## config.mk

```make
export PLATFORM = sky130hd
export DESIGN_NAME = machine_cycle_sequencer
export DESIGN_NICKNAME = d
export VERILOG_FILES = /design/src/verilog/sequencer_pkg.sv /design/src/verilog/machine_index_timer.sv /design/src/verilog/machine_cycle_sequencer.sv
export SDC_FILE = /design/constraint.sdc
export NUM_CORES = 1
export LEC_CHECK = 0
export BUFFER_PORTS_ARGS = -buffer_cell sky130_fd_sc_hd__buf_2
export CAP_MARGIN = 15
export CORE_UTILIZATION = 37
export CTS_CLUSTER_SIZE = 28
export DETAILED_ROUTE_END_ITERATION = 10
export PLACE_DENSITY = 0.57
export SLEW_MARGIN = 25
export SYNTH_ARGS = -nofsm -noshare
export SYNTH_HDL_FRONTEND = slang
export SYNTH_SLANG_ARGS = --single-unit
```

## constraint.sdc

```tcl
create_clock -name clk_in -period 3.4 [get_ports clk_in]
set_clock_uncertainty 0.1 [all_clocks]
set_input_delay 0.51 -clock clk_in [delete_from_list [all_inputs] [get_ports clk_in]]
set_output_delay 0.51 -clock clk_in [all_outputs]
set_load 0.02 [all_outputs]
```

## src/verilog/sequencer_pkg.sv

```systemverilog
// Shared constants, types and functional notes for the machine cycle sequencer.
// Functional notes
// - Group printing: first card group-indicates at 100.
// - Group indicate prints identity from first card.
// - Total cycle rotates counters, zero stops type.
// - Printed program totals run at 100 per minute.
// - Conversion at 150 only if option fitted.
// - Summary punch cycle: no feed, punch reads.
// - Program unit runs panel-wired operation sequence.
// - Program unit issues counter source impulses.
// - Listing or total printing may be postponed.
// - Conversion, punching, skipping happen in idle cycles.
// - Motor on, no clutch magnet means idling.
// - List, indicate, printed total run 80 or 100.
// - Non-print drops printing, returns to 150.
// - Non-list, conversion, punching, skipping run 150.
// - Breaker groups follow cycle type table.
// - Non-print wired keeps print clutch disengaged.
// - List picker knife may follow control punching.
// - Cycle is 360 degrees, 20 points of 18.
// - Cycles start at 330 degrees feed engagement.
// - Non-list keeps type bars at rest, 150.
package sequencer_pkg;
	localparam longint unsigned CLK_HZ = 64'd125_000_000;
	localparam longint unsigned SEC_PER_MIN = 64'd60;
	localparam int unsigned DEG_PER_CYCLE = 360;
	localparam int unsigned POINTS_PER_CYCLE = 20;
	localparam int unsigned DEG_PER_POINT = 18;
	localparam logic [8:0] FEED_ENGAGE_DEG = 9'h14A;
	localparam logic [8:0] LAST_DEG = 9'h167;
	localparam longint unsigned SPEED_SLOW_CPM = 64'd80;
	localparam longint unsigned SPEED_PRINT_CPM = 64'd100;
	localparam longint unsigned SPEED_FAST_CPM = 64'd150;
	localparam longint unsigned DEG_TICKS_SLOW =
		(CLK_HZ * SEC_PER_MIN) / (SPEED_SLOW_CPM * DEG_PER_CYCLE);
	localparam longint unsigned DEG_TICKS_PRINT =
		(CLK_HZ * SEC_PER_MIN) / (SPEED_PRINT_CPM * DEG_PER_CYCLE);
	localparam longint unsigned DEG_TICKS_FAST =
		(CLK_HZ * SEC_PER_MIN) / (SPEED_FAST_CPM * DEG_PER_CYCLE);
	localparam int COUNTERS = 8;
	localparam int PROG_STEPS = 4;
	localparam int OP_W = 3;
	localparam int DELAY_W = 2;
	localparam logic [DELAY_W-1:0] DELAY_RESET = 2'h0;
	localparam logic [1:0] STEP_RESET = 2'h0;

	typedef enum logic [1:0] {
		ST_IDLING = 2'h1,
		ST_RUNNING = 2'h2
	} seq_state_type;

	typedef enum logic [6:0] {
		CYC_LIST = 7'h01,
		CYC_NON_LIST = 7'h02,
		CYC_GROUP_IND = 7'h04,
		CYC_PROG_TOTAL = 7'h08,
		CYC_CONVERSION = 7'h10,
		CYC_SUMMARY = 7'h20,
		CYC_IDLE = 7'h40
	} cycle_kind_type;

	typedef enum logic [2:0] {
		SPD_SLOW = 3'h1,
		SPD_PRINT = 3'h2,
		SPD_FAST = 3'h4
	} speed_type;

	typedef struct packed {
		logic motor_running;
		logic list_wired;
		logic group_print;
		logic group_change;
		logic total_print;
		logic non_print;
		logic negative_balance_fitted;
		logic conversion_request;
		logic summary_request;
		logic carriage_skip;
		logic card_available;
		logic slow_speed;
		logic multi_line;
		logic picker_punch;
		logic program_enable;
		logic [DELAY_W-1:0] list_delay;
		logic [DELAY_W-1:0] total_delay;
	} panel_type;

	typedef struct packed {
		logic print_cycle_breakers;
		logic continuous_breakers;
		logic feed_cycle_breakers;
	} breakers_type;

	typedef struct packed {
		logic high_speed_magnet;
		logic low_speed_magnet;
		logic card_feed_clutch;
		logic picker_knife_clutch;
		logic print_clutch;
	} clutches_type;
endpackage : sequencer_pkg

```

## src/verilog/machine_index_timer.sv

```systemverilog
// Machine index timer: degrees, cycle points and end of cycle.
`timescale 1ns/1ns
`default_nettype none
module machine_index_timer (
	input wire logic clk_in,
	input wire logic rst_in,
	input wire logic run_in,
	input wire logic [31:0] deg_ticks_in,
	output logic [8:0] degree_out,
	output logic [4:0] point_out,
	output logic cycle_done_out
);
	logic [31:0] tick_reg;
	logic [31:0] tick_next;
	logic [8:0] degree_reg;
	logic [8:0] degree_next;
	logic [8:0] pt_deg_reg;
	logic [8:0] pt_deg_next;
	logic [4:0] point_reg;
	logic [4:0] point_next;
	logic done_reg;
	wire deg_step = run_in && (tick_reg >= deg_ticks_in - 32'h1);
	wire deg_wrap = degree_reg == sequencer_pkg::LAST_DEG;
	wire pt_step = pt_deg_reg == 9'(sequencer_pkg::DEG_PER_POINT - 1);
	wire pt_wrap = point_reg == 5'(sequencer_pkg::POINTS_PER_CYCLE - 1);

	// The index rests at feed engagement so every cycle starts there.
	assign tick_next = (!run_in || deg_step) ? 32'h0 : tick_reg + 32'h1;
	assign degree_next = !deg_step ? degree_reg : deg_wrap ? 9'h0 : degree_reg + 9'h1;
	assign pt_deg_next = !deg_step ? pt_deg_reg : pt_step ? 9'h0 : pt_deg_reg + 9'h1;
	assign point_next = !(deg_step && pt_step) ? point_reg :
		pt_wrap ? 5'h0 : point_reg + 5'h1;

	always_ff @(posedge clk_in) begin
		if (rst_in) begin
			tick_reg <= 32'h0;
			degree_reg <= sequencer_pkg::FEED_ENGAGE_DEG;
			pt_deg_reg <= 9'h6;
			point_reg <= 5'h12;
			done_reg <= 1'b0;
		end else begin
			tick_reg <= tick_next;
			degree_reg <= degree_next;
			pt_deg_reg <= pt_deg_next;
			point_reg <= point_next;
			done_reg <= deg_step && degree_next == sequencer_pkg::FEED_ENGAGE_DEG;
		end
	end

	assign degree_out = degree_reg;
	assign point_out = point_reg;
	assign cycle_done_out = done_reg;
endmodule : machine_index_timer
`default_nettype wire

```

## src/verilog/machine_cycle_sequencer.sv

```systemverilog
// Machine cycle sequencer: picks each cycle's type, speed, breakers and clutches.
`timescale 1ns/1ns
`default_nettype none
module machine_cycle_sequencer #(
	parameter int unsigned DEG_TICKS_SLOW = 32'(sequencer_pkg::DEG_TICKS_SLOW),
	parameter int unsigned DEG_TICKS_PRINT = 32'(sequencer_pkg::DEG_TICKS_PRINT),
	parameter int unsigned DEG_TICKS_FAST = 32'(sequencer_pkg::DEG_TICKS_FAST)
) (
	input wire logic clk_in,
	input wire logic rst_in,
	input wire sequencer_pkg::panel_type panel_in,
	input wire logic [sequencer_pkg::COUNTERS-1:0] counter_zero_in,
	input wire logic [sequencer_pkg::PROG_STEPS*sequencer_pkg::OP_W-1:0] program_ops_in,
	output sequencer_pkg::cycle_kind_type cycle_kind_out,
	output sequencer_pkg::speed_type speed_out,
	output sequencer_pkg::breakers_type breakers_out,
	output sequencer_pkg::clutches_type clutches_out,
	output logic cycle_active_out,
	output logic idle_cycle_out,
	output logic idling_out,
	output logic type_bars_active_out,
	output logic print_from_card_out,
	output logic counter_rotate_out,
	output logic [sequencer_pkg::COUNTERS-1:0] type_stop_out,
	output logic punch_read_out,
	output logic [sequencer_pkg::OP_W-1:0] source_impulse_out,
	output logic [8:0] degree_out,
	output logic [4:0] point_out
);
	localparam int PW = $bits(sequencer_pkg::panel_type);
	localparam int SW = PW + sequencer_pkg::COUNTERS;

	// Every panel_in field and counter pin passes two flops before any logic reads it; program_ops_in is read directly.
	logic [SW-1:0] sync1_reg;
	logic [SW-1:0] sync2_reg;
	// Counter levels sit above the panel fields so each sync bit has one pin to copy.
	wire [SW-1:0] pins = {counter_zero_in, panel_in};
	genvar gi;
	generate
		for (gi = 0; gi < SW; gi++) begin : g_sync
			always_ff @(posedge clk_in) begin
				if (rst_in) begin
					sync1_reg[gi] <= 1'b0;
					sync2_reg[gi] <= 1'b0;
				end else begin
					sync1_reg[gi] <= pins[gi];
					sync2_reg[gi] <= sync1_reg[gi];
				end
			end
		end
	endgenerate

	sequencer_pkg::panel_type pnl;
	wire [sequencer_pkg::COUNTERS-1:0] zero_s = sync2_reg[SW-1:PW];
	assign pnl = sync2_reg[PW-1:0];

	sequencer_pkg::seq_state_type state_reg;
	sequencer_pkg::seq_state_type state_next;
	sequencer_pkg::cycle_kind_type kind_reg;
	sequencer_pkg::cycle_kind_type kind_next;
	sequencer_pkg::speed_type speed_reg;
	sequencer_pkg::speed_type speed_next;
	logic nonprint_reg;
	logic picker_reg;
	logic first_reg;
	logic first_next;
	logic total_pend_reg;
	logic total_pend_next;
	logic [sequencer_pkg::DELAY_W-1:0] total_wait_reg;
	logic [sequencer_pkg::DELAY_W-1:0] total_wait_next;
	logic [sequencer_pkg::DELAY_W-1:0] list_wait_reg;
	logic [sequencer_pkg::DELAY_W-1:0] list_wait_next;
	logic [1:0] step_reg;
	logic [1:0] step_next;
	logic [sequencer_pkg::OP_W-1:0] impulse_reg;
	logic [sequencer_pkg::COUNTERS-1:0] zero_prev_reg;
	logic [sequencer_pkg::COUNTERS-1:0] stop_reg;
	logic cycle_done;
	logic [31:0] deg_ticks;

	wire running = state_reg == sequencer_pkg::ST_RUNNING;
	wire decide = (state_reg == sequencer_pkg::ST_IDLING) || cycle_done;
	wire grp_start = pnl.group_change && !total_pend_reg;
	wire conv_ok = pnl.conversion_request && pnl.negative_balance_fitted;
	wire total_due = total_pend_reg && total_wait_reg == sequencer_pkg::DELAY_RESET;
	wire list_due = list_wait_reg == sequencer_pkg::DELAY_RESET;
	wire card_go = pnl.card_available && !total_pend_reg && !grp_start;
	wire want = pnl.motor_running && (pnl.summary_request || conv_ok ||
		total_pend_reg || grp_start || pnl.carriage_skip || pnl.card_available);

	// Priority: punching, conversion, due total, card, else an idle cycle.
	assign kind_next =
		pnl.summary_request ? sequencer_pkg::CYC_SUMMARY :
		conv_ok ? sequencer_pkg::CYC_CONVERSION :
		total_due ? sequencer_pkg::CYC_PROG_TOTAL :
		(card_go && first_reg && pnl.group_print) ? sequencer_pkg::CYC_GROUP_IND :
		(card_go && pnl.list_wired && list_due) ? sequencer_pkg::CYC_LIST :
		card_go ? sequencer_pkg::CYC_NON_LIST :
		sequencer_pkg::CYC_IDLE;

	wire prints = kind_next == sequencer_pkg::CYC_LIST
		|| kind_next == sequencer_pkg::CYC_GROUP_IND
		|| (kind_next == sequencer_pkg::CYC_PROG_TOTAL && pnl.total_print);
	assign speed_next = (!prints || pnl.non_print) ? sequencer_pkg::SPD_FAST :
		(pnl.slow_speed && kind_next == sequencer_pkg::CYC_LIST) ?
		sequencer_pkg::SPD_SLOW : sequencer_pkg::SPD_PRINT;
	assign state_next = want ? sequencer_pkg::ST_RUNNING : sequencer_pkg::ST_IDLING;

	// A group change raises a total, postponed by the wired delay.
	assign total_pend_next = grp_start ? 1'b1 :
		(kind_next == sequencer_pkg::CYC_PROG_TOTAL) ? 1'b0 : total_pend_reg;
	assign total_wait_next = grp_start ? pnl.total_delay :
		(total_pend_reg && !total_due) ? total_wait_reg - 2'h1 : total_wait_reg;
	assign first_next = grp_start ? 1'b1 :
		(kind_next == sequencer_pkg::CYC_GROUP_IND) ? 1'b0 : first_reg;
	assign list_wait_next = grp_start ? pnl.list_delay :
		(card_go && !list_due) ? list_wait_reg - 2'h1 : list_wait_reg;
	// The program walks the wired steps in fixed order, one per decision: each cycle end, or each clock while idling.
	assign step_next = (pnl.program_enable && !grp_start) ? step_reg + 2'h1 : 2'h0;

	assign deg_ticks = (speed_reg == sequencer_pkg::SPD_SLOW) ? DEG_TICKS_SLOW :
		(speed_reg == sequencer_pkg::SPD_PRINT) ? DEG_TICKS_PRINT : DEG_TICKS_FAST;

	machine_index_timer u_index (
		.clk_in(clk_in),
		.rst_in(rst_in),
		.run_in(running),
		.deg_ticks_in(deg_ticks),
		.degree_out(degree_out),
		.point_out(point_out),
		.cycle_done_out(cycle_done)
	);

	// Selection is latched only at a boundary and held for the whole cycle.
	always_ff @(posedge clk_in) begin
		if (rst_in) begin
			state_reg <= sequencer_pkg::ST_IDLING;
			kind_reg <= sequencer_pkg::CYC_IDLE;
			speed_reg <= sequencer_pkg::SPD_FAST;
			nonprint_reg <= 1'b0;
			picker_reg <= 1'b0;
			first_reg <= 1'b1;
			total_pend_reg <= 1'b0;
			total_wait_reg <= sequencer_pkg::DELAY_RESET;
			list_wait_reg <= sequencer_pkg::DELAY_RESET;
			step_reg <= sequencer_pkg::STEP_RESET;
			impulse_reg <= '0;
		end else if (decide) begin
			state_reg <= state_next;
			kind_reg <= kind_next;
			speed_reg <= speed_next;
			nonprint_reg <= pnl.non_print;
			picker_reg <= !pnl.multi_line || pnl.picker_punch;
			first_reg <= first_next;
			total_pend_reg <= total_pend_next;
			total_wait_reg <= total_wait_next;
			list_wait_reg <= list_wait_next;
			step_reg <= step_next;
			impulse_reg <= (want && pnl.program_enable) ?
				program_ops_in[step_reg*sequencer_pkg::OP_W +: sequencer_pkg::OP_W] :
				'0;
		end else begin
			impulse_reg <= '0;
		end
	end

	// A counter arriving at zero stops its type bar on a printed total.
	wire total_print_cyc = running && kind_reg == sequencer_pkg::CYC_PROG_TOTAL
		&& speed_reg != sequencer_pkg::SPD_FAST;
	always_ff @(posedge clk_in) begin
		if (rst_in) begin
			zero_prev_reg <= '0;
			stop_reg <= '0;
		end else begin
			zero_prev_reg <= zero_s;
			stop_reg <= total_print_cyc ? (zero_s & ~zero_prev_reg) : '0;
		end
	end

	wire k_list = kind_reg == sequencer_pkg::CYC_LIST;
	wire k_gi = kind_reg == sequencer_pkg::CYC_GROUP_IND;
	wire k_nl = kind_reg == sequencer_pkg::CYC_NON_LIST;
	wire k_pt = kind_reg == sequencer_pkg::CYC_PROG_TOTAL;
	wire k_idle = kind_reg == sequencer_pkg::CYC_CONVERSION
		|| kind_reg == sequencer_pkg::CYC_SUMMARY || kind_reg == sequencer_pkg::CYC_IDLE;
	wire feed_cyc = running && (k_list || k_gi || k_nl);
	wire print_cyc = running && (k_list || k_gi || k_pt) && !nonprint_reg;

	assign breakers_out.print_cycle_breakers = print_cyc;
	assign breakers_out.continuous_breakers = running;
	assign breakers_out.feed_cycle_breakers = feed_cyc;
	assign clutches_out.high_speed_magnet = running && speed_reg == sequencer_pkg::SPD_FAST;
	assign clutches_out.low_speed_magnet = running && speed_reg != sequencer_pkg::SPD_FAST;
	assign clutches_out.card_feed_clutch = feed_cyc;
	assign clutches_out.picker_knife_clutch = feed_cyc && (!k_list || picker_reg);
	assign clutches_out.print_clutch = print_cyc;
	assign cycle_kind_out = kind_reg;
	assign speed_out = speed_reg;
	assign cycle_active_out = running;
	assign idle_cycle_out = running && k_idle;
	assign idling_out = pnl.motor_running && !running;
	assign type_bars_active_out = print_cyc;
	assign print_from_card_out = print_cyc && k_gi;
	assign counter_rotate_out = running && k_pt;
	assign type_stop_out = stop_reg;
	assign punch_read_out = running && kind_reg == sequencer_pkg::CYC_SUMMARY;
	assign source_impulse_out = impulse_reg;
endmodule : machine_cycle_sequencer
`default_nettype wire

```

==> run_summary.xml, run 1 <==
<?xml version="1.0" encoding="UTF-8"?>
<metrics>
  <group name="status">
    <metric name="status" unit="">finished, final reports clean</metric>
  </group>
  <group name="sta">
    <metric name="fin_ws" unit="ps">192.4</metric>
    <metric name="max_slew.worst_pin.slew" unit="ps">640.9</metric>
    <metric name="rsz_0062_raised_after_global_routing" unit="">no</metric>
    <metric name="timing.slew.headroom" unit="%">56.94</metric>
    <metric name="highest_clock_rate" unit="GHz">0.3118</metric>
    <metric name="final-max-slew-violation-count" unit="">0</metric>
    <metric name="finalHoldViolCount" unit="">0</metric>
    <metric name="setup_viol" unit="">0</metric>
    <metric name="hold_ws" unit="ps">192.0</metric>
    <metric name="layout_worst_path_cycle_share" unit="%">94.34</metric>
    <metric name="finalWorstPathRequiredPeriod" unit="ps">3208</metric>
    <metric name="finalSetupTns" unit="ps">0</metric>
  </group>
  <group name="clocking">
    <metric name="maximum_count_of_clock_buffers_along_a_single_path" unit="">2</metric>
    <metric name="clock-root-buffer" unit="">sky130_fd_sc_hd__clkbuf_16</metric>
    <metric name="clock_latency" unit="ps">420</metric>
    <metric name="post_cts_buffers" unit="">0</metric>
    <metric name="clk_pin_slew_worst_paths" unit="ps">70</metric>
    <metric name="post_cts_resized" unit="">0</metric>
    <metric name="post_cts_hold_buffer_count" unit="">0</metric>
    <metric name="htreeDepth" unit="">4</metric>
    <metric name="cts_made_buffers" unit="">17</metric>
    <metric name="clock_sink_count" unit="">151</metric>
    <metric name="cts_tree" unit="">done</metric>
  </group>
  <group name="cells_and_area">
    <metric name="finish.instance_area" unit="um2">7435</metric>
    <metric name="syn2layout_area_growth" unit="%">21.02</metric>
    <metric name="diodes" unit="">0</metric>
    <metric name="number_of_flip_flops_in_the_largest_register" unit="">32</metric>
    <metric name="final_util" unit="%">46.30</metric>
    <metric name="finish.cell_count_without_fillers" unit="">975</metric>
    <metric name="drive_gt1_share" unit="%">21.48</metric>
    <metric name="nets" unit="">809</metric>
  </group>
  <group name="logic_synthesis">
    <metric name="synth_edf_count" unit="">0</metric>
    <metric name="yosysWarningCount" unit="">0</metric>
    <metric name="synth_top_flop_cell" unit="">sky130_fd_sc_hd__dfxtp_1</metric>
    <metric name="synth.largest_area_cell" unit="">sky130_fd_sc_hd__dfxtp_1</metric>
    <metric name="async_reset_ff_share" unit="%">0</metric>
    <metric name="post_synth.cell_area_avg" unit="um2">9.569</metric>
    <metric name="synth.top_cell.area_share" unit="%">49.21</metric>
    <metric name="ys_seq_elements" unit="">151</metric>
    <metric name="synth.area.top_cells" unit="">sky130_fd_sc_hd__dfxtp_1, sky130_fd_sc_hd__nor2b_1, sky130_fd_sc_hd__ha_1</metric>
    <metric name="synthesis.area" unit="um2">6143</metric>
    <metric name="netlist_instances" unit="">642</metric>
    <metric name="synth.cells.most_frequent" unit="">sky130_fd_sc_hd__dfxtp_1, sky130_fd_sc_hd__nor2b_1, sky130_fd_sc_hd__nor2_1</metric>
    <metric name="synth.most_common_cell" unit="">sky130_fd_sc_hd__dfxtp_1</metric>
    <metric name="synthDistinctLibCells" unit="">61</metric>
    <metric name="proportion_of_synthesized_chip_area_in_sequential_cells" unit="%">49.21</metric>
  </group>
  <group name="detailed_routing">
    <metric name="detailed_route_via_count" unit="">4634</metric>
    <metric name="post-route-drc-count" unit="">0</metric>
    <metric name="route.antenna.remaining_nets" unit="">0</metric>
    <metric name="route.detailed.wl_per_inst" unit="um">12.92</metric>
    <metric name="totalWireLength" unit="um">12600</metric>
    <metric name="vias_per_cell" unit="">4.753</metric>
    <metric name="detailedRoute.firstIterationViolations" unit="">307</metric>
    <metric name="first_drt_pass_iteration_count" unit="">5</metric>
  </group>
  <group name="worst_setup_path">
    <metric name="critPathLaunchType" unit="">register</metric>
    <metric name="cp.required" unit="ps">3610</metric>
    <metric name="cp_cell_sequence" unit="">or3b_2 &gt; ha_1 &gt; nand4_1 &gt; o31a_1 &gt; or2_0 &gt; buf_4 &gt; a2111oi_2 &gt; a211oi_1 &gt; a31o_2</metric>
    <metric name="critPathSlowestCell" unit="">sky130_fd_sc_hd__or3b_2</metric>
    <metric name="worstPathMaxFanout" unit="">8</metric>
    <metric name="worst_ep_arrival_time" unit="ps">3420</metric>
    <metric name="slowest_delay" unit="ps">540</metric>
    <metric name="crit_path_end_kind" unit="">register</metric>
    <metric name="setup.worst_path.class" unit="">register to register</metric>
    <metric name="r2r_start" unit="">speed_out[0]</metric>
    <metric name="path_buf_inv" unit="">1</metric>
    <metric name="crit_start" unit="">speed_out[0]</metric>
    <metric name="dominant_delay_contributor_by_cell_family_on_the_critical_path" unit="">compound AO/OA/AOI/OAI gates</metric>
  </group>
  <group name="global_routing">
    <metric name="overall_track_demand_over_capacity_in_global_routing" unit="%">15.38</metric>
    <metric name="grt_start_max_net_pins" unit="">65</metric>
    <metric name="via_count_of_the_first_global_routing_pass" unit="">4221</metric>
    <metric name="gr-total-overflow" unit="">0</metric>
    <metric name="antenna_violations_before_repair" unit="">0</metric>
    <metric name="global_route_wire_length_before_repair" unit="um">20190</metric>
  </group>
  <group name="floorplan">
    <metric name="die_h" unit="um">130.9</metric>
    <metric name="row_count" unit="">46</metric>
    <metric name="io_pins" unit="">91</metric>
    <metric name="initial_core_util" unit="%">38.26</metric>
    <metric name="fp.coreArea" unit="um2">16060</metric>
    <metric name="horizontal_extent_of_the_die" unit="um">130.9</metric>
    <metric name="die-area" unit="um2">17120</metric>
  </group>
  <group name="place">
    <metric name="dpl_cell_area" unit="um2">6854</metric>
    <metric name="dp_hpwl" unit="um">9267</metric>
    <metric name="placement.setup.worst_slack" unit="ps">188.5</metric>
    <metric name="gp_congestion" unit="">0.7954</metric>
    <metric name="placement.io_buffers" unit="">90</metric>
    <metric name="place.detailed.instances" unit="">943</metric>
  </group>
  <group name="power_and_ir_drop">
    <metric name="power" unit="mW">3.808</metric>
    <metric name="vdd_drop_max" unit="V">0.0003600</metric>
    <metric name="power_leakage" unit="nW">3.078</metric>
    <metric name="power_dens_cells" unit="nW/um2">512.2</metric>
  </group>
  <group name="worst_hold_path">
    <metric name="hp-start" unit="">counter_zero_in[3]</metric>
    <metric name="holdCritPathClass" unit="">input port to register</metric>
  </group>
  <group name="job">
    <metric name="cap_viol_max_count" unit="">0</metric>
  </group>
</metrics>
[worst reg2reg max path, delay by kind of cell (launching register included)]
kind / cells / cell delay [ps]
AOI/OAI and AO/OA: 4 / 1210
adders and majority gates: 1 / 330
buffers and inverters: 1 / 180
DFF: 1 / 390
and+or+nand+nor: 3 / 900
[metal layers]
layer  up-vias  global-route usage, %  wire length, um
li1       2409                      -                -
met1      2136                  18.79             5766
met2        70                  25.24             6190
met3        19                  4.316              458
met4         0                  6.761              185
met5         -                      0                0
[kinds of logic after synthesis]
| group | Yosys count | share of synthesized area, % |
|---|---|---|
| AO/OA/AOI/OAI | 93 | 10.22 |
| multiplexers | 8 | 1.935 |
| flip-flops | 151 | 49.21 |
| XOR/XNOR | 28 | 3.992 |
| AND/OR/NAND/NOR | 286 | 26.03 |
| adder cells (fa/ha/maj) | 22 | 4.481 |
| other | 1 | 0.06104 |
| buffers and inverters | 53 | 4.073 |
[power by group]
| part | internal, mW | switching [mW] | leakage, nW |
|---|---|---|---|
| Sequential | 1.82 | 0.0218 | 1.24 |
| Combinational | 0.0731 | 0.0881 | 1.56 |
| Clock | 0.980 | 0.825 | 0.281 |
| Total | 2.87 | 0.934 | 3.08 |
[cells in the final DEF (no fill, tap or decap), types with 4 or more instances in the layout]
| cell type | n |
|---|---|
| sky130_fd_sc_hd__mux2i_1 | 4 |
| sky130_fd_sc_hd__clkbuf_16 | 17 |
| sky130_fd_sc_hd__xor2_1 | 18 |
| sky130_fd_sc_hd__nor3_1 | 16 |
| sky130_fd_sc_hd__buf_2 | 89 |
| sky130_fd_sc_hd__nand2_1 | 41 |
| sky130_fd_sc_hd__and2_1 | 5 |
| sky130_fd_sc_hd__inv_1 | 22 |
| sky130_fd_sc_hd__a211oi_1 | 9 |
| sky130_fd_sc_hd__nor2_1 | 56 |
| sky130_fd_sc_hd__buf_4 | 12 |
| sky130_fd_sc_hd__nand2b_1 | 9 |
| sky130_fd_sc_hd__nand4_1 | 11 |
| sky130_fd_sc_hd__xnor2_1 | 10 |
| sky130_fd_sc_hd__conb_1 | 14 |
| sky130_fd_sc_hd__and4_1 | 5 |
| sky130_fd_sc_hd__nor2_4 | 8 |
| sky130_fd_sc_hd__nand3_1 | 20 |
| sky130_fd_sc_hd__and3_1 | 11 |
| sky130_fd_sc_hd__ha_1 | 22 |
| sky130_fd_sc_hd__nor2b_1 | 69 |
| sky130_fd_sc_hd__a31o_2 | 4 |
| sky130_fd_sc_hd__nor3b_1 | 9 |
| sky130_fd_sc_hd__a21oi_1 | 31 |
| sky130_fd_sc_hd__o21ai_0 | 16 |
| sky130_fd_sc_hd__dfxtp_1 | 151 |
| sky130_fd_sc_hd__nor4_1 | 6 |
| sky130_fd_sc_hd__nor4b_1 | 5 |
| sky130_fd_sc_hd__inv_8 | 6 |
| sky130_fd_sc_hd__or3b_2 | 4 |
[final cells by class]
type	count	area, um2
inverter	23	86.33
sequential	151	3023
multi-input combinational	451	2919
clock inverter	15	155.1
clock buffer	17	425.4
tap	216	270.3
fill	1557	8623
timing repair buffer	102	555.5
[final timing paths]
check                                        endpoint  slack (ps)  cells after the start
worst min register to register       type_stop_out[1]         290                      1
worst max register to register  u_index.pt_deg_reg[7]         190                      9
worst min-delay path                    sync1_reg[22]         190                      2
worst max-delay path            u_index.pt_deg_reg[7]         190                      9
Power figures use the tool's default switching activity.
==> run 2: changes to the inputs <==
--- a/config.mk
+++ b/config.mk
@@ -10,8 +10,9 @@
 export CORE_UTILIZATION = 37
 export CTS_CLUSTER_SIZE = 28
 export DETAILED_ROUTE_END_ITERATION = 10
-export PLACE_DENSITY = 0.57
+export PLACE_DENSITY = 0.56
 export SLEW_MARGIN = 25
 export SYNTH_ARGS = -nofsm -noshare
 export SYNTH_HDL_FRONTEND = slang
+export SYNTH_HIERARCHICAL = 1
 export SYNTH_SLANG_ARGS = --single-unit
==> run_summary.xml, run 2 <==
<?xml version="1.0" encoding="UTF-8"?>
<metrics>
  <group name="status">
    <metric name="status" unit="">finished, violations left</metric>
    <metric name="violations" unit="">negative setup slack</metric>
  </group>
  <group name="place">
    <metric name="place.detailed.instances" unit="">1200</metric>
    <metric name="dp_hpwl" unit="um">10990</metric>
    <metric name="placement.io_buffers" unit="">90</metric>
    <metric name="gp_congestion" unit="">0.8156</metric>
  </group>
  <group name="detailed_routing">
    <metric name="totalWireLength" unit="um">15070</metric>
    <metric name="detailed_route_via_count" unit="">5725</metric>
    <metric name="first_drt_pass_iteration_count" unit="">4</metric>
    <metric name="post-route-drc-count" unit="">0</metric>
    <metric name="vias_per_cell" unit="">4.628</metric>
    <metric name="route.detailed.wl_per_inst" unit="um">12.18</metric>
    <metric name="route.antenna.remaining_nets" unit="">0</metric>
    <metric name="detailedRoute.firstIterationViolations" unit="">243</metric>
  </group>
  <group name="sta">
    <metric name="final-max-slew-violation-count" unit="">0</metric>
    <metric name="highest_clock_rate" unit="GHz">0.2748</metric>
    <metric name="setup_viol" unit="">55</metric>
    <metric name="rsz_0062_raised_after_global_routing" unit="">yes</metric>
    <metric name="max_slew.worst_pin.slew" unit="ps">940.3</metric>
    <metric name="fin_ws" unit="ps">-238.9</metric>
    <metric name="timing.slew.headroom" unit="%">37.08</metric>
    <metric name="finalWorstPathRequiredPeriod" unit="ps">3639</metric>
    <metric name="layout_worst_path_cycle_share" unit="%">107.0</metric>
    <metric name="finalHoldViolCount" unit="">0</metric>
  </group>
  <group name="global_routing">
    <metric name="met2_usage" unit="%">25.79</metric>
    <metric name="grt-busiest-layer" unit="">met2</metric>
    <metric name="via_count_of_the_first_global_routing_pass" unit="">5355</metric>
    <metric name="antenna_violations_before_repair" unit="">0</metric>
    <metric name="use_met1" unit="%">21.21</metric>
    <metric name="overall_track_demand_over_capacity_in_global_routing" unit="%">16.21</metric>
    <metric name="global_route_wire_length_before_repair" unit="um">25910</metric>
    <metric name="grt_start_max_net_pins" unit="">43</metric>
    <metric name="gr-total-overflow" unit="">0</metric>
    <metric name="grtUsageMet3" unit="%">4.927</metric>
  </group>
  <group name="worst_hold_path">
    <metric name="hold_path_cell_cnt" unit="">2</metric>
    <metric name="holdCritPathClass" unit="">input port to register</metric>
  </group>
  <group name="cells_and_area">
    <metric name="nets" unit="">1046</metric>
    <metric name="syn2layout_area_growth" unit="%">26.96</metric>
    <metric name="diodes" unit="">0</metric>
    <metric name="multiInputGateArea" unit="um2">4292</metric>
    <metric name="seq_area" unit="um2">3032</metric>
    <metric name="mostFrequentLayoutCell" unit="">sky130_fd_sc_hd__dfxtp_1</metric>
    <metric name="finish.cell_count_without_fillers" unit="">1237</metric>
    <metric name="drive_gt1_share" unit="%">22.01</metric>
    <metric name="layout_common_cells" unit="">sky130_fd_sc_hd__dfxtp_1, sky130_fd_sc_hd__buf_2, sky130_fd_sc_hd__nor2_1, sky130_fd_sc_hd__nor2b_1, sky130_fd_sc_hd__nand2_1</metric>
    <metric name="nFillCells" unit="">1851</metric>
    <metric name="number_of_flip_flops_in_the_largest_register" unit="">32</metric>
  </group>
  <group name="logic_synthesis">
    <metric name="synth.most_common_cell" unit="">sky130_fd_sc_hd__dfxtp_1</metric>
    <metric name="synth.top_cell.area_share" unit="%">42.10</metric>
    <metric name="synthMuxAreaShare" unit="%">1.220</metric>
    <metric name="synth_edf_count" unit="">0</metric>
    <metric name="synth.area.top_cells" unit="">sky130_fd_sc_hd__dfxtp_1, sky130_fd_sc_hd__ha_1, sky130_fd_sc_hd__nor2b_1</metric>
    <metric name="synth_xor_area_share" unit="%">7.806</metric>
    <metric name="post_synth_fa_ha_maj_area_fraction" unit="%">6.970</metric>
    <metric name="synth.cells.most_frequent" unit="">sky130_fd_sc_hd__dfxtp_1, sky130_fd_sc_hd__nor2_1, sky130_fd_sc_hd__nor2b_1</metric>
    <metric name="synth.largest_area_cell" unit="">sky130_fd_sc_hd__dfxtp_1</metric>
    <metric name="proportion_of_synthesized_chip_area_in_sequential_cells" unit="%">42.10</metric>
    <metric name="ys_seq_elements" unit="">151</metric>
    <metric name="synthesis.area" unit="um2">7181</metric>
    <metric name="yosysWarningCount" unit="">6</metric>
    <metric name="netlist_instances" unit="">797</metric>
    <metric name="complex_gate_fraction_of_the_synthesized_area" unit="%">10.61</metric>
    <metric name="async_reset_ff_share" unit="%">0</metric>
    <metric name="post_synth.cell_area_avg" unit="um2">9.010</metric>
    <metric name="combinational_family_with_the_most_area_after_synthesis" unit="">simple AND/OR/NAND/NOR gates</metric>
    <metric name="synthDistinctLibCells" unit="">72</metric>
    <metric name="synth_simple_gate_area_share" unit="%">28.05</metric>
    <metric name="synth_top_flop_cell" unit="">sky130_fd_sc_hd__dfxtp_1</metric>
  </group>
  <group name="job">
    <metric name="cap_viol_max_count" unit="">0</metric>
  </group>
  <group name="clocking">
    <metric name="cts_made_buffers" unit="">17</metric>
    <metric name="htreeDepth" unit="">4</metric>
    <metric name="post_cts_hold_buffer_count" unit="">0</metric>
    <metric name="maximum_count_of_clock_buffers_along_a_single_path" unit="">2</metric>
    <metric name="clock_sink_count" unit="">151</metric>
    <metric name="cts_tree" unit="">done</metric>
    <metric name="clk_pin_slew_worst_paths" unit="ps">60</metric>
    <metric name="clock_latency" unit="ps">430</metric>
    <metric name="clock-root-buffer" unit="">sky130_fd_sc_hd__clkbuf_16</metric>
  </group>
  <group name="worst_setup_path">
    <metric name="crit_path_end_kind" unit="">register</metric>
    <metric name="slowest_delay" unit="ps">510</metric>
    <metric name="critical_path_depth" unit="">16</metric>
    <metric name="critPathSlowestCell" unit="">sky130_fd_sc_hd__or4_1</metric>
    <metric name="cp_cell_sequence" unit="">or3b_4 &gt; clkinv_4 &gt; nor2_4 &gt; buf_4 &gt; nor3_4 &gt; buf_4 &gt; nand3_2 &gt; xor2_1 &gt; ha_2 &gt; nand2_2 &gt; buf_4 &gt; o41ai_4 &gt; a21oi_2 &gt; buf_12 &gt; or4_1 &gt; a21oi_1</metric>
    <metric name="cp.required" unit="ps">3660</metric>
    <metric name="setup.worst_path.class" unit="">register to register</metric>
    <metric name="worst_ep_arrival_time" unit="ps">3900</metric>
    <metric name="worstPathMaxFanout" unit="">20</metric>
    <metric name="reg2regPathDepth" unit="">16</metric>
    <metric name="crit_path_frequent_cell" unit="">sky130_fd_sc_hd__buf_4</metric>
    <metric name="dominant_delay_contributor_by_cell_family_on_the_critical_path" unit="">simple AND/OR/NAND/NOR gates</metric>
    <metric name="path_buf_inv" unit="">5</metric>
    <metric name="critPathLaunchType" unit="">register</metric>
  </group>
  <group name="power_and_ir_drop">
    <metric name="power" unit="mW">3.854</metric>
    <metric name="vdd_drop_max" unit="V">0.0003535</metric>
    <metric name="power_leakage" unit="nW">3.591</metric>
    <metric name="power_dens_cells" unit="nW/um2">422.8</metric>
  </group>
  <group name="floorplan">
    <metric name="row_count" unit="">50</metric>
    <metric name="fp.coreArea" unit="um2">18890</metric>
    <metric name="die-area" unit="um2">19970</metric>
    <metric name="initial_core_util" unit="%">38.01</metric>
    <metric name="horizontal_extent_of_the_die" unit="um">141.3</metric>
    <metric name="io_pins" unit="">91</metric>
    <metric name="die_h" unit="um">141.3</metric>
  </group>
</metrics>
[run 2: changes by cell type after synthesis, sizes merged, moves of 9 or more]
cell,before,now
nor2,66,86
nand2,41,64
ha,22,40
o21ai,16,26
a21oi,32,47
or3,2,19
xor2,18,31
or4,0,9
xnor2,10,33
[run 2: layout make-up]
class / count / share of cell area, %
Sequential cell: 151 / 33.26
Tap cell: 260 / 3.568
Clock inverter: 13 / 1.523
Timing Repair Buffer: 128 / 8.770
Clock buffer: 18 / 4.817
Multi-Input combinational cell: 646 / 47.08
Inverter: 21 / 0.9882
[run 2: report_power, final]
group	internal (mW)	leakage [nW]	switching (mW)
Clock	1.05	0.279	0.790
Combinational	0.0866	2.08	0.100
Sequential	1.81	1.23	0.0209
Total	2.94	3.59	0.912
[run 2: kinds of logic after synthesis]
| family | after synthesis |
|---|---|
| compound gates | 120 |
| xor+xnor | 64 |
| fa+ha+maj | 40 |
| buf+inv | 52 |
| flops | 151 |
| mux | 5 |
| other cells | 2 |
| simple gates | 363 |
[run 2: final timing paths]
kind	startpoint	endpoint	slack, ps
worst min register to register	zero_prev_reg[6]	type_stop_out[6]	300
worst max register to register	speed_out[1]	u_index/degree_out[7]	-240
worst min-delay path	panel_in[15]	sync1_reg[15]	180
worst max-delay path	speed_out[1]	u_index/degree_out[7]	-240
[run 2: metal layers]
layer	vias up	routed length (um)
met4	0	151
li1	3061	-
met2	67	6980
met1	2583	7306
met5	-	0
met3	14	630
[run 2: repair_timing]
action                     4_1_cts  5_1_grt
gates resized for setup         16        9
pin swaps                       17        5
setup buffers                    4        2
setup endpoints to repair       55       55
[run 2: stage by stage]
step                utilization [%]  setup slack [ps]  area [um2]  hold slack (ps)  setup TNS (ps)
global placement              44.42            -261.3        8392            291.4           -7130
global route                  48.25            -421.8        9116            176.4          -17750
floorplan                         -            -38.70        7501            290.0          -186.3
CTS                           48.03            -220.9        9074            169.1           -5683
detailed placement            44.42            -303.1        8392            296.2           -9609
finish                        48.25            -238.9        9116            184.9           -5217
==> run 3: changes to the inputs <==
--- a/config.mk
+++ b/config.mk
@@ -7,10 +7,11 @@
 export LEC_CHECK = 0
 export BUFFER_PORTS_ARGS = -buffer_cell sky130_fd_sc_hd__buf_2
 export CAP_MARGIN = 15
+export CORE_MARGIN = 1
 export CORE_UTILIZATION = 37
 export CTS_CLUSTER_SIZE = 28
 export DETAILED_ROUTE_END_ITERATION = 10
-export PLACE_DENSITY = 0.56
+export PLACE_DENSITY_LB_ADDON = 0.08
 export SLEW_MARGIN = 25
 export SYNTH_ARGS = -nofsm -noshare
 export SYNTH_HDL_FRONTEND = slang
==> run_summary.xml, run 3 (synthesized netlist as in run 2, its figures left out) <==
<?xml version="1.0" encoding="UTF-8"?>
<metrics>
  <group name="status">
    <metric name="status" unit="">finished, violations left</metric>
    <metric name="violations" unit="">negative setup slack</metric>
  </group>
  <group name="worst_setup_path">
    <metric name="crit_reg_reg_endpoint" unit="">u_index/point_out[4]</metric>
    <metric name="cp_cell_sequence" unit="">or3b_4 &gt; inv_6 &gt; nor2_4 &gt; inv_4 &gt; nor4_4 &gt; nand2_1 &gt; or3_1 &gt; xor2_1 &gt; ha_1 &gt; a21oi_2 &gt; o21ai_1 &gt; a221oi_2 &gt; o41ai_4 &gt; buf_4 &gt; a21o_1 &gt; a41o_1 &gt; a221o_1</metric>
    <metric name="worst_ep_arrival_time" unit="ps">3890</metric>
    <metric name="worstPathMaxFanout" unit="">3</metric>
    <metric name="slowest_delay" unit="ps">360</metric>
    <metric name="critPathSlowestCell" unit="">sky130_fd_sc_hd__dfxtp_4</metric>
    <metric name="reg2regPathDepth" unit="">17</metric>
    <metric name="path_buf_inv" unit="">3</metric>
    <metric name="crit_path_end_kind" unit="">register</metric>
    <metric name="cp.required" unit="ps">3610</metric>
    <metric name="regToRegSetupSlack" unit="ps">-280</metric>
    <metric name="dominant_delay_contributor_by_cell_family_on_the_critical_path" unit="">compound AO/OA/AOI/OAI gates</metric>
    <metric name="r2r_start" unit="">speed_out[1]</metric>
    <metric name="critPathLaunchType" unit="">register</metric>
    <metric name="setup.worst_path.class" unit="">register to register</metric>
  </group>
  <group name="sta">
    <metric name="hold_ws" unit="ps">186.4</metric>
    <metric name="max_slew.worst_pin.slew" unit="ps">838.8</metric>
    <metric name="finalSetupTns" unit="ps">-7578</metric>
    <metric name="timing.slew.headroom" unit="%">43.56</metric>
    <metric name="final-max-slew-violation-count" unit="">0</metric>
    <metric name="setup_viol" unit="">56</metric>
    <metric name="rsz_0062_raised_after_global_routing" unit="">yes</metric>
    <metric name="fin_ws" unit="ps">-280.0</metric>
    <metric name="highest_clock_rate" unit="GHz">0.2717</metric>
    <metric name="layout_worst_path_cycle_share" unit="%">108.2</metric>
    <metric name="finalWorstPathRequiredPeriod" unit="ps">3680</metric>
    <metric name="finalHoldViolCount" unit="">0</metric>
  </group>
  <group name="cells_and_area">
    <metric name="final_util" unit="%">48.40</metric>
    <metric name="syn2layout_area_growth" unit="%">27.34</metric>
    <metric name="number_of_flip_flops_in_the_largest_register" unit="">32</metric>
    <metric name="mostFrequentLayoutCell" unit="">sky130_fd_sc_hd__dfxtp_1</metric>
    <metric name="nets" unit="">1044</metric>
    <metric name="diodes" unit="">0</metric>
    <metric name="drive_gt1_share" unit="%">22.13</metric>
    <metric name="layout_common_cells" unit="">sky130_fd_sc_hd__dfxtp_1, sky130_fd_sc_hd__buf_2, sky130_fd_sc_hd__nor2_1, sky130_fd_sc_hd__nor2b_1, sky130_fd_sc_hd__nand2_1</metric>
  </group>
  <group name="global_routing">
    <metric name="gr-total-overflow" unit="">0</metric>
    <metric name="via_count_of_the_first_global_routing_pass" unit="">5215</metric>
    <metric name="overall_track_demand_over_capacity_in_global_routing" unit="%">16.56</metric>
    <metric name="grt_start_max_net_pins" unit="">61</metric>
    <metric name="antenna_violations_before_repair" unit="">0</metric>
    <metric name="global_route_wire_length_before_repair" unit="um">26060</metric>
  </group>
  <group name="floorplan">
    <metric name="row_count" unit="">50</metric>
    <metric name="die-area" unit="um2">19970</metric>
    <metric name="fp.coreArea" unit="um2">18890</metric>
    <metric name="die_h" unit="um">141.3</metric>
    <metric name="io_pins" unit="">91</metric>
    <metric name="initial_core_util" unit="%">38.01</metric>
    <metric name="horizontal_extent_of_the_die" unit="um">141.3</metric>
  </group>
  <group name="place">
    <metric name="placement.setup.worst_slack" unit="ps">-384.9</metric>
    <metric name="gp_congestion" unit="">0.7642</metric>
    <metric name="placement.io_buffers" unit="">90</metric>
    <metric name="dp_hpwl" unit="um">11110</metric>
  </group>
  <group name="power_and_ir_drop">
    <metric name="power_leakage" unit="nW">3.596</metric>
    <metric name="power_dens_cells" unit="nW/um2">438.6</metric>
    <metric name="vdd_drop_max" unit="V">0.0003099</metric>
  </group>
  <group name="detailed_routing">
    <metric name="totalWireLength" unit="um">15490</metric>
    <metric name="post-route-drc-count" unit="">0</metric>
    <metric name="wl_met2" unit="um">7098</metric>
    <metric name="wl_met3" unit="um">620</metric>
    <metric name="route.antenna.remaining_nets" unit="">0</metric>
    <metric name="vias_per_cell" unit="">4.646</metric>
    <metric name="first_drt_pass_iteration_count" unit="">4</metric>
    <metric name="detailed_route_via_count" unit="">5743</metric>
    <metric name="drt-met1-wl" unit="um">7553</metric>
    <metric name="route.detailed.wl_per_inst" unit="um">12.53</metric>
    <metric name="detailedRoute.firstIterationViolations" unit="">219</metric>
    <metric name="route.top_layer_used" unit="">met4</metric>
  </group>
  <group name="clocking">
    <metric name="htreeDepth" unit="">4</metric>
    <metric name="clk_pin_slew_worst_paths" unit="ps">70</metric>
    <metric name="clock-root-buffer" unit="">sky130_fd_sc_hd__clkbuf_16</metric>
    <metric name="post_cts_hold_buffer_count" unit="">0</metric>
    <metric name="cts_made_buffers" unit="">17</metric>
    <metric name="clock_sink_count" unit="">151</metric>
    <metric name="maximum_count_of_clock_buffers_along_a_single_path" unit="">2</metric>
    <metric name="clock_latency" unit="ps">420</metric>
    <metric name="cts_tree" unit="">done</metric>
  </group>
  <group name="worst_hold_path">
    <metric name="worst_hold_path.endpoint" unit="">sync1_reg[19]</metric>
    <metric name="hp-start" unit="">counter_zero_in[0]</metric>
    <metric name="hold_path_cell_cnt" unit="">2</metric>
    <metric name="holdCritPathClass" unit="">input port to register</metric>
  </group>
  <group name="job">
    <metric name="cap_viol_max_count" unit="">0</metric>
  </group>
</metrics>
run 3: changes by cell type in the layout (fill, tap and decap cells not counted), moves of 3 or more:
| cell | delta |
|---|---|
| sky130_fd_sc_hd__a21oi_1 | -4 |
| sky130_fd_sc_hd__a21oi_2 | +4 |
| sky130_fd_sc_hd__buf_4 | +4 |
| sky130_fd_sc_hd__buf_6 | -5 |
| sky130_fd_sc_hd__clkinv_8 | +3 |
| sky130_fd_sc_hd__nand3_1 | -3 |
| sky130_fd_sc_hd__nand3_2 | +3 |
run 3: repair_timing:
action	4_1_cts	5_1_grt
endpoints found under the setup margin	56	56
pin swaps	7	14
resized for setup	9	10
setup buffers	3	1
run 3: worst max path at each step:
stage / slack, ps / from / to / depth (start not counted)
2_1_floorplan: -40 / speed_out[2] / u_index/degree_out[5] / 16
3_3_place_gp: -310 / speed_out[1] / u_index/pt_deg_reg[7] / 15
3_5_place_dp: -380 / speed_out[1] / u_index/point_out[4] / 17
4_1_cts: -390 / speed_out[1] / u_index/degree_out[7] / 16
5_1_grt: -510 / speed_out[1] / u_index/pt_deg_reg[7] / 17
6_report: -280 / speed_out[1] / u_index/point_out[4] / 17
run 3: per-layer routing:
layer,up-vias,global-route usage [%]
met3,16,4.522
met2,72,25.79
met4,0,5.721
met1,2596,21.99
met5,-,0
li1,3059,-
run 3: final cells by class:
type,instances,area (um2)
fill,1909,9749
clock buffer,17,425.4
clock inverter,15,210.2
timing repair buffer,126,768.2
multi-input combinational,646,4293
inverter,21,90.09
sequential,151,3032
tap,260,325.3
run 3: power breakdown:
group	switching (mW)	internal [mW]	leakage, nW	total [mW]
sequential	0.0206	1.81	1.23	1.83
clock	0.864	1.13	0.306	1.99
combinational	0.101	0.0853	2.06	0.186
run 3: per-stage QoR:
stage                     instances  total power [mW]  cell area, um2
after global routing           1236             4.193            9144
after detailed placement       1201             2.057            8402
final                          1236             4.010            9144
after CTS                      1236             4.072            9105
after floorplan                 849             1.996            7501
after global placement         1201             2.056            8402
